<file path="config.mk">
export PLATFORM = sky130hd
export DESIGN_NAME = rra_arbiter
export DESIGN_NICKNAME = d
export VERILOG_FILES = /design/src/hdl/rra_arbiter.v
export VERILOG_INCLUDE_DIRS = /design/src /design/src/hdl
export SDC_FILE = /design/constraint.sdc
export NUM_CORES = 1
export LEC_CHECK = 0
export ABC_AREA = 1
export BUFFER_PORTS_ARGS = -buffer_cell sky130_fd_sc_hd__buf_2
export CORE_ASPECT_RATIO = 1.4
export CORE_MARGIN = 2
export CORE_UTILIZATION = 55
export DETAILED_ROUTE_END_ITERATION = 7
export PLACE_DENSITY = 0.78
export SYNTH_ARGS = -nofsm -noshare
export SYNTH_HDL_FRONTEND = slang
export SYNTH_SLANG_ARGS = --single-unit
export TNS_END_PERCENT = 100
</file>
<file path="constraint.sdc">
create_clock -name pclk -period 2.13 [get_ports pclk]
set_clock_uncertainty 0.2 [all_clocks]
set_input_delay 0.426 -clock pclk [delete_from_list [all_inputs] [get_ports pclk]]
set_output_delay 0.426 -clock pclk [all_outputs]
set_load 0.01 [all_outputs]
</file>
<file path="src/hdl/rra_defines.vh">
`ifndef RRA_DEFINES_VH
`define RRA_DEFINES_VH

// selector positions
`define RRA_SEL_CLEAR      2'h0
`define RRA_SEL_A          2'h1
`define RRA_SEL_B          2'h2

// role codes
`define RRA_ROLE_NONCONF   3'h0
`define RRA_ROLE_STARTING  3'h1
`define RRA_ROLE_WAIT      3'h2
`define RRA_ROLE_STANDBY   3'h3
`define RRA_ROLE_PRIMARY   3'h4

// apb register offsets
`define RRA_REG_CTRL       12'h000
`define RRA_REG_STATUS     12'h004

// ctrl field positions
`define RRA_CTRL_START_BIT 0
`define RRA_CTRL_RUN_BIT   1
`define RRA_CTRL_ONL_BIT   2
`define RRA_CTRL_RESET     3'h0

// timing
`define RRA_CLK_MHZ        100
`define RRA_DROP_LOSS_MS   3000
`define RRA_DROP_LOSS_CYC  (`RRA_DROP_LOSS_MS * 1000 * `RRA_CLK_MHZ)
`define RRA_BLINK_CYC      25000000

`endif

</file>
<file path="src/hdl/rra_arbiter.v">
// Function
// with equal A or B selectors and staggered power-up, the first up becomes primary and the later one waits.
// with both selectors at Clear, neither controller takes a role and both stay nonconfigured.
// on a selector conflict the indicator of the own position blinks, primary blinks only on the first up; here it blinks whenever nxt_role is primary.
// with equal A or B selectors and simultaneous start, both controllers wait.
// the decision uses redundancy link, ring link, drops of both sides, online state, selector and run state.
// with a healthy redundancy link and equal start, one ends running primary and the other standby.
// when a tie must be broken the controller set to A is preferred for primary.
// when only one controller sees drops and both links are healthy, it becomes primary and the other waits.
// drops count as good while one is seen and as lost only after none is seen for 3 seconds.
// the ring-link input is the supplementary path over the drop ring, separate from the redundancy link.
// with the redundancy link down and ring link up, the one already primary or the A one runs primary.
// with both links down every controller ends as running primary.
// a running primary keeps its role; a starting partner becomes standby or, without redundancy link, waits.
// without conflict the selector decides only on simultaneous start, otherwise the first up is primary.
//
// Design decisions made here: the APB slave port and the register addresses.
`timescale 1ns/10ps
`include "rra_defines.vh"

module rra_arbiter #(
    parameter [31:0] DROP_LOSS_CYC = `RRA_DROP_LOSS_CYC,
    parameter [31:0] BLINK_CYC     = `RRA_BLINK_CYC
) (
    // apb slave
    input  wire        pclk,
    input  wire        presetn,
    input  wire        psel,
    input  wire        penable,
    input  wire        pwrite,
    input  wire [11:0] paddr,
    input  wire [31:0] pwdata,
    output reg  [31:0] prdata,
    output reg         pready,
    output reg         pslverr,
    // link and drop status pins from outside
    input  wire        redundancy_link_ok,
    input  wire        ring_link_ok,
    input  wire        remote_drop_seen,
    // counterpart state, asynchronous to us
    input  wire        peer_drops_ok,
    input  wire        peer_up,
    input  wire        peer_primary,
    input  wire        peer_online,
    input  wire [1:0]  peer_selector,
    // own selector switch
    input  wire [1:0]  selector,
    // role and indicators
    output reg  [2:0]  role,
    output reg         primary_role_indicator,
    output reg         standby_role_indicator,
    output reg         sel_a_indicator,
    output reg         sel_b_indicator
);

    // limitations: the partner role arrives as plain levels and is trusted as is;
    // a partner that flips its lines faster than the chain settles may be seen
    // in a mixed state for one cycle

    // every status line from the pins or the partner is asynchronous to pclk;
    // all of them share one two-stage chain so they age together, at the cost of
    // three cycles between a pin change and the role that follows from it
    // the low bit of the chain is a spare and stays zero
    // two-flop synchronisers for every pin input
    reg [11:0] sync1_ff;
    reg [11:0] sync2_ff;
    always @(posedge pclk or negedge presetn)
    begin
        if (!presetn)
        begin
            sync1_ff <= 12'h000;
            sync2_ff <= 12'h000;
        end
        else
        begin
            sync1_ff <= {redundancy_link_ok, ring_link_ok, remote_drop_seen, peer_drops_ok, peer_up,
                         peer_primary, peer_online, peer_selector, selector, 1'b0};
            sync2_ff <= sync1_ff;
        end
    end

    // synchronised views of the pins and of the partner
    wire       hsb_ok    = sync2_ff[11];
    wire       ring_ok   = sync2_ff[10];
    wire       drop_raw  = sync2_ff[9];
    wire       p_drops   = sync2_ff[8];
    wire       p_up      = sync2_ff[7];
    wire       p_primary_role_indicator    = sync2_ff[6];
    wire       p_online  = sync2_ff[5];
    wire [1:0] p_sel     = sync2_ff[4:3];
    wire [1:0] own_sel   = sync2_ff[2:1];

    // a single missed drop must not hand the primary role away, so a drop that
    // disappears is only declared lost after the full quiet interval; any drop
    // seen again restarts the interval and marks the drops good at once
    // the counter stops at the limit instead of wrapping
    // the limit is a parameter so a bench can shorten the three seconds
    // drop loss filter: good at once, lost only after a full quiet interval
    reg [31:0] quiet_ff;
    reg        drops_ok_ff;
    always @(posedge pclk or negedge presetn)
    begin
        if (!presetn)
        begin
            quiet_ff    <= 32'h00000000;
            drops_ok_ff <= 1'b0;
        end
        else if (drop_raw)
        begin
            quiet_ff    <= 32'h00000000;
            drops_ok_ff <= 1'b1;
        end
        else if (quiet_ff >= DROP_LOSS_CYC - 32'h1)
            drops_ok_ff <= 1'b0;
        else
            quiet_ff <= quiet_ff + 32'h1;
    end

    // register map
    //   ctrl   : bit 0 start request, bit 1 run, bit 2 online
    //   status : bits 2:0 role, 4:3 partner selector, 6:5 own selector,
    //            bit 7 partner up, bit 8 ring link, bit 9 redundancy link,
    //            bit 10 drops good; read only
    // any other offset answers with an error, reads zero and drops writes
    // read data is taken from the setup cycle, so it stands with ready
    // no wait state; writes land at the access edge with ready
    // software control: start request, run/stop and online state
    reg [2:0] ctrl_ff;
    wire apb_wr = psel & penable & pwrite & pready;
    wire apb_rd = psel & ~penable & ~pwrite;
    always @(posedge pclk or negedge presetn)
    begin
        if (!presetn)
        begin
            ctrl_ff <= `RRA_CTRL_RESET;
            prdata  <= 32'h00000000;
            pready  <= 1'b0;
            pslverr <= 1'b0;
        end
        else
        begin
            // no wait state: ready rises in the first access cycle
            pready  <= psel & ~penable;
            pslverr <= psel & ~penable & (paddr != `RRA_REG_CTRL) & (paddr != `RRA_REG_STATUS);
            if (apb_wr && paddr == `RRA_REG_CTRL)
                ctrl_ff <= pwdata[2:0];
            if (apb_rd)
            begin
                if (paddr == `RRA_REG_CTRL)
                    prdata <= {29'h0, ctrl_ff};
                else if (paddr == `RRA_REG_STATUS)
                    prdata <= {21'h0, drops_ok_ff, hsb_ok, ring_ok, p_up, own_sel, p_sel, role};
                else
                    prdata <= 32'h00000000;
            end
        end
    end

    wire start_req = ctrl_ff[`RRA_CTRL_START_BIT];
    wire run_req   = ctrl_ff[`RRA_CTRL_RUN_BIT];
    wire online    = ctrl_ff[`RRA_CTRL_ONL_BIT];

    // selector decode shared by the role and lamp logic
    function sel_is;
        input [1:0] pos;
        input [1:0] want;
        begin
            sel_is = (pos == want);
        end
    endfunction

    // the order of power-up is reduced to one question asked once per start:
    // was the partner already up when our start bit rose; a partner that rises
    // in the same cycle counts as already up
    // the answer is kept until the start bit falls, so a partner that drops
    // and returns later does not change who came first

    // first-up detection: the partner was already up when we asked to start
    reg peer_first_ff;
    reg started_ff;
    always @(posedge pclk or negedge presetn)
    begin
        if (!presetn)
        begin
            peer_first_ff <= 1'b0;
            started_ff    <= 1'b0;
        end
        else if (!start_req)
            started_ff <= 1'b0;
        else if (!started_ff)
        begin
            started_ff    <= 1'b1;
            peer_first_ff <= p_up;
        end
    end

    // the two controllers conflict whenever they share a selector position
    wire own_a    = sel_is(own_sel, `RRA_SEL_A);
    wire conflict = (own_sel == p_sel);
    wire i_first  = ~peer_first_ff & ~p_up;          // partner still down at our decision

    // priority of the decision, highest first:
    //   no start or Clear selector -> nonconfigured
    //   already primary            -> stay primary
    //   stopped or offline         -> wait
    //   both links lost            -> primary, each side for itself
    //   same selector as partner   -> first up leads, otherwise wait
    //   partner already primary    -> standby with link, wait without
    //   partner absent             -> primary
    //   redundancy link lost       -> A side leads, the other waits
    //   drops on one side, ring up -> that side leads
    //   otherwise                  -> A side primary, B side standby
    // keeping primary sticky avoids two primaries driving the outputs
    // role decision, evaluated while starting; a running primary holds
    reg [2:0] nxt_role;
    always @*
    begin
        nxt_role = role;
        if (!start_req)
            nxt_role = `RRA_ROLE_NONCONF;
        else if (own_sel == `RRA_SEL_CLEAR)
            nxt_role = `RRA_ROLE_NONCONF;
        else if (role == `RRA_ROLE_PRIMARY)
            nxt_role = `RRA_ROLE_PRIMARY;
        else if (!run_req || !online)
            nxt_role = `RRA_ROLE_WAIT;
        else if (!hsb_ok && !ring_ok)
            nxt_role = `RRA_ROLE_PRIMARY;
        else if (conflict)
        begin
            // simultaneous start both wait, otherwise first up leads
            if (i_first && !p_up)
                nxt_role = `RRA_ROLE_PRIMARY;
            else
                nxt_role = `RRA_ROLE_WAIT;             // see
        end
        else if (p_primary_role_indicator)
            nxt_role = hsb_ok ? `RRA_ROLE_STANDBY : `RRA_ROLE_WAIT;
        else if (!p_up || !p_online)
            nxt_role = `RRA_ROLE_PRIMARY;
        else if (!hsb_ok)
            nxt_role = own_a ? `RRA_ROLE_PRIMARY : `RRA_ROLE_WAIT;    // see
        else if (ring_ok && drops_ok_ff != p_drops)
            nxt_role = drops_ok_ff ? `RRA_ROLE_PRIMARY : `RRA_ROLE_WAIT;
        else
            nxt_role = own_a ? `RRA_ROLE_PRIMARY : `RRA_ROLE_STANDBY; // see
    end

    // half period of the conflict blink; all lamps share it so they blink in step
    // a parameter so a bench can shorten it
    // blink timebase for conflict indication
    reg [31:0] blink_cnt_ff;
    reg        blink_ff;
    always @(posedge pclk or negedge presetn)
    begin
        if (!presetn)
        begin
            blink_cnt_ff <= 32'h00000000;
            blink_ff     <= 1'b0;
        end
        else if (blink_cnt_ff >= BLINK_CYC - 32'h1)
        begin
            blink_cnt_ff <= 32'h00000000;
            blink_ff     <= ~blink_ff;
        end
        else
            blink_cnt_ff <= blink_cnt_ff + 32'h1;
    end

    // lamps follow the next role so they change in the same cycle as role;
    // standby never lights during a conflict, there is no standby then
    // in a conflict Clear blinks both position lamps; outside a conflict Clear lights neither
    // role register and indicators, all straight from flops
    always @(posedge pclk or negedge presetn)
    begin
        if (!presetn)
        begin
            role                   <= `RRA_ROLE_NONCONF;
            primary_role_indicator <= 1'b0;
            standby_role_indicator <= 1'b0;
            sel_a_indicator        <= 1'b0;
            sel_b_indicator        <= 1'b0;
        end
        else
        begin
            role <= nxt_role;
            if (conflict)
            begin
                // clear blinks both position lamps; primary blinks whenever the next role is primary
                sel_a_indicator        <= blink_ff & (own_sel != `RRA_SEL_B);
                sel_b_indicator        <= blink_ff & (own_sel != `RRA_SEL_A);
                primary_role_indicator <= blink_ff & (nxt_role == `RRA_ROLE_PRIMARY);
                standby_role_indicator <= 1'b0;
            end
            else
            begin
                sel_a_indicator        <= sel_is(own_sel, `RRA_SEL_A);
                sel_b_indicator        <= sel_is(own_sel, `RRA_SEL_B);
                primary_role_indicator <= (nxt_role == `RRA_ROLE_PRIMARY);
                standby_role_indicator <= (nxt_role == `RRA_ROLE_STANDBY);
            end
        end
    end

endmodule // rra_arbiter

</file>
**After elaboration in Yosys (flattened, before gate mapping)**

Cells that the tools add are included.

- $add $sub $neg: 2
- Magnitude comparators: 2
- Equality and inequality tests: 12
- Multiplexer cells: 27
- Bitwise gates (word level): 17
- Reductions and logical operators: 17

Operators with widths:

| operator | number |
|---|---|
| 2-to-1 mux 32 bit | 3 |
| adder 32 x 1 -> 32 bit (second input constant) | 2 |
| 2-to-1 mux 3 bit | 14 |
| >= comparator 32 x 25 -> 1 bit (second input constant) | 1 |
| >= comparator 32 x 29 -> 1 bit (second input constant) | 1 |
| 2-to-1 mux 11 bit | 2 |
| == test 12 x 3 -> 1 bit (second input constant) | 1 |
| zero test 12 bit | 1 |
| != test 12 x 3 -> 1 bit (second input constant) | 1 |
| nonzero test 12 bit | 1 |
| bitwise AND 1 bit | 11 |
| 2-to-1 mux 1 bit | 8 |
| == test 3 bit (second input constant) | 2 |
| zero test 1 bit | 6 |
| inverter 1 bit | 6 |
| logical AND 1 bit | 4 |
| != test 2 bit (second input constant) | 2 |
| == test 3 x 2 -> 1 bit (second input constant) | 1 |
| == test 2 x 1 -> 1 bit (second input constant) | 1 |
| == test 2 bit | 1 |
| == test 2 bit (second input constant) | 1 |
| zero test 2 bit | 1 |
| logical OR 1 bit | 2 |
| != test 2 x 1 -> 1 bit (second input constant) | 1 |
| other kinds (3) | 3 |

- Flip-flop bits (word level): 134

**Longest topological paths before layout**

- Word-level depth: 15
- Mapped depth: 13

**Least setup slack after synthesis**

Ideal clock, no wire load.

- Path type: register -> register
- From: register quiet_ff[0]
- To: register quiet_ff[10]
- Data arrival time: 1.559 ns
- Slack: 0.254 ns
- Stages on the path, launching flop included: 14
- Buffers on the path: 1
- Cell sequence: dfrtp_1 ha_1 nand3_2 inv_2 nand2_2 clkinv_2 nand3b_2 nand2_2 nand2_4 nand2_4 nand2_4 buf_6 nand2_1 nand2_1

- Word-level cells in the longest chain between the ends: 3
- Elaborated cells between the ends (all ways): 5
- Those cells by class: add/sub: 1; order compare: 1; eq/ne: 1; mux: 2

Ends and longest elaborated chain:

| what | RTL line | RTL |
|---|---|---|
| start: declaration | rra_arbiter.v:99 | `reg [31:0] quiet_ff;` |
| start signal: assignment | rra_arbiter.v:116 | `quiet_ff <= quiet_ff + 32'h1;` |
| adder 32 x 1 -> 32 bit | rra_arbiter.v:116 |  |
| 2-to-1 mux 32 bit | rra_arbiter.v:113 | `else if (quiet_ff >= DROP_LOSS_CYC - 32'h1)` |
| 2-to-1 mux 32 bit | rra_arbiter.v:108 | `else if (drop_raw)` |

Parallel ways exist; a longest one is shown, timed or not. The select of a mux whose other input is x is not followed.
A chain may end at the register's enable or synchronous reset.

**Worst setup path after layout**

- From: input penable
- To: register prdata[10]

- Word-level cells in the longest chain between the ends: 3

Ends and longest elaborated chain:

| what | RTL line | RTL |
|---|---|---|
| start: declaration | rra_arbiter.v:29 | `input wire penable,` |
| inverter 1 bit | rra_arbiter.v:130 | `wire apb_rd = psel & ~penable & ~pwrite;` |
| bitwise AND 1 bit (2 in series) | rra_arbiter.v:130 |  |
| end signal: assignment | rra_arbiter.v:150 | `prdata <= {29'h0, ctrl_ff};` |
| end signal: assignment | rra_arbiter.v:152 | `prdata <= {21'h0, drops_ok_ff, hsb_ok, ring_ok, p_up, own_sel, p_sel, role};` |
| end: declaration | rra_arbiter.v:33 | `output reg [31:0] prdata,` |

No other way between the ends.

==> reports/qor.csv <==
metric;value;unit
crit_family;buffers and inverters;
fin_crit_sh;0.944;
clk_latency;410;ps
die-area;11500;um^2
drt_iter0_markers;249;
avgRoutedWirePerCell;13.4;um
antennaDiodeCount;0;
finish.utilization;0.677;
synth_area;5870;um^2
rsz0062_at_grt;true;
reg2reg_slack;160;ps
synthFlopType;dfrtp_1;
synthDistinctLibCells;36;
async_flop_share;1.00;
crit_path_max_fanout;12;
die_h;126;um
hpwl;9600;um
core_area;10400;um^2
pwr_density_cell;768;nW/um^2
crit_type;in2reg;
finalHoldViolCount;0;
synth_edf_count;0;
min_path_type;in2reg;
grt_pass1_wl;22700;um
areaGrowthSynthToFinish;20.1;%
critPathMaxStageDelay;530;ps
nets;913;
min_period;2010;ps
rows;44;
ios;101;
drtPass1Iterations;5;
drv_slew;0;
cp.arrival;2090;ps
tritoncts;yes;
wirelength;13400;um
rr_worst_depth;12;
r2r_start;quiet_ff[1]$_DFFE_PN0P_;
syn-instance-count;760;
max_freq;0.497;GHz
numCtsBuffers;17;
cts_sinks;113;
hold-path-cell-count;3;
setup_viol;0;
r2r_end;quiet_ff[19]$_DFFE_PN0P_;
path_cells;dlygate4sd3_1, buf_2, nor2_1, nand2_1, buf_4, o31ai_1;
start_util;0.564;
vias;5038;
peakVddDrop;0.000587;V
port_buffers;50;
status;complete, no violations;
grt-ovfl-total;0;
grt_max_degree;41;
critPathSlowestCell;dlygate4sd3_1;
min_from;psel;
route.detailed.drc;0;
final_layout_size_suffix_gt1_frac;0.127;
power;5.41;mW
cp.required;2210;ps
htreeDepth;4;
antenna_found_initial;0;
leakage;3.48;nW
yosys_warnings;0;
clk_pin_slew;50;ps
end_kind;register;
gp_congestion;0.923;
root_buffer;clkbuf_16;
ctsLongestPathBuffers;2;
whs_endpoint;pready$_DFF_PN0_;
cap_violations;0;
grt_pass1_vias;5010;
start_kind;input port;
via_per_inst;5.03;
ant_nets;0;
ys_seq_area_frac;0.482;
path_buf_inv;3;
synth.avg_cell_area;7.72;um^2
track_usage;0.250;
ys_seq_elements;113;
fp.dieW;91.3;um
[flip-flops by register name, summed over array words and instances, names as in the netlist, 3 cells and up]
signal	cells
blink_cnt_ff	32
quiet_ff	32
prdata	11
sync1_ff	11
sync2_ff	11
ctrl_ff	3
role	3
[placed cells by master, fill, tap and decap left out, types with 2 or more instances in the layout]
cell / n
o21ai_1: 2
o21bai_1: 2
buf_2: 49
dlygate4sd3_1: 13
ha_1: 2
xnor2_1: 11
clkinv_4: 2
buf_4: 16
clkbuf_1: 4
inv_1: 74
and3_1: 2
o21ai_0: 9
clkbuf_16: 17
bufinv_16: 4
clkbuf_8: 2
nor2_1: 127
xor2_1: 30
dfrtp_1: 113
nor4_1: 2
conb_1: 28
nand4_1: 7
nand3b_1: 2
a21oi_1: 5
nor2_2: 2
o31ai_1: 5
clkinv_2: 3
buf_12: 2
nand2_2: 3
nand2_1: 224
nand2_4: 3
nand3_1: 62
nor3_1: 25
inv_2: 3
[layout make-up]
cell class / count / area (um^2)
well taps: 138 / 173
fillers: 831 / 3360
clock buffers: 23 / 468
repair buffers: 80 / 536
multi-input cells: 561 / 2590
flip-flops and latches: 113 / 2830
clock inverters: 9 / 155
inverters: 78 / 294
[worst min-delay path, delay by kind of cell]
kind | cells | cell delay (ps)
buffers and inverters | 2 | 150
and+or+nand+nor | 1 | 60
[metal layers]
metal / vias up / routed length [um] / part of all wire / global-route usage
li1: 2508 / - / - / -
met1: 2375 / 5040 / 0.38 / 0.261
met2: 124 / 7470 / 0.56 / 0.464
met3: 31 / 515 / 0.038 / 0.0622
met4: 0 / 369 / 0.028 / 0.118
met5: - / 0 / 0 / 0
[cells in the mapped netlist, types with 3 or more instances]
cell / instances / share of area
nor3_1: 25 / 0.021
buf_4: 23 / 0.029
o31ai_1: 5 / 0.0064
buf_6: 5 / 0.0096
a21oi_1: 5 / 0.0043
inv_1: 74 / 0.047
nand3_1: 62 / 0.053
clkbuf_1: 6 / 0.0038
dfrtp_1: 113 / 0.48
nand2_2: 3 / 0.0032
xnor2_1: 11 / 0.016
inv_2: 3 / 0.0019
xor2_1: 30 / 0.045
nor2_1: 127 / 0.081
nand2_4: 3 / 0.0058
nand2_1: 224 / 0.14
nand4_1: 7 / 0.0075
o21ai_0: 10 / 0.0085
[kinds of logic (layout without fill, tap and decap cells)]
family                   count (synthesis)  after routing  synth area share
AND/OR/NAND/NOR                        463            463             0.331
flip-flops                             113            113             0.482
buffers and inverters                  113            190            0.0936
XOR/XNOR                                41             41            0.0612
AO/OA/AOI/OAI                           27             27            0.0277
adder cells (fa/ha/maj)                  2              2           0.00426
other                                    1             28          0.000639
[worst max path at each step]
stage                            start                        to  slack, ps  cells past startpoint
2_1_floorplan  quiet_ff[0]$_DFFE_PN0P_  quiet_ff[10]$_DFFE_PN0P_        250                     13
3_3_place_gp   quiet_ff[1]$_DFFE_PN0P_  quiet_ff[27]$_DFFE_PN0P_        190                     12
3_5_place_dp   quiet_ff[1]$_DFFE_PN0P_  quiet_ff[21]$_DFFE_PN0P_        150                     12
4_1_cts        quiet_ff[0]$_DFFE_PN0P_   drops_ok_ff$_DFFE_PN0P_        140                     11
5_1_grt        quiet_ff[1]$_DFFE_PN0P_   quiet_ff[4]$_DFFE_PN0P_         -6                     12
6_report                       penable    prdata[10]$_DFFE_PN0P_        120                      6
[per-stage QoR]
step / hold slack [ps] / setup TNS [ps] / instance area [um^2] / worst slack (ps) / instances
after global placement: 132 / 0 / 6290 / 191 / 957
after global routing: 85.3 / -5.70 / 7040 / -5.70 / 1002
after CTS: 57.8 / 0 / 7040 / 136 / 1002
final: 79.6 / 0 / 7040 / 119 / 1002
after detailed placement: 136 / 0 / 6290 / 155 / 957
after floorplan: -69.6 / 0 / 5970 / 254 / 787
[report_power, final]
group / leakage [nW] / internal [mW] / switching, mW / total [mW]
registers: 1.48 / 2.19 / 0.0267 / 2.22
clock network: 0.301 / 2.02 / 0.943 / 2.96
logic: 1.70 / 0.0837 / 0.148 / 0.231
[what timing repair did]
item | in CTS | in global routing
buffers inserted | 0 | 0
gates resized for setup | 0 | 1
hold endpoints to repair | 31 | 0
hold buffers | 13 | 0
setup endpoints to repair | 0 | 2
No activity file was read; power rests on OpenSTA's default activity.
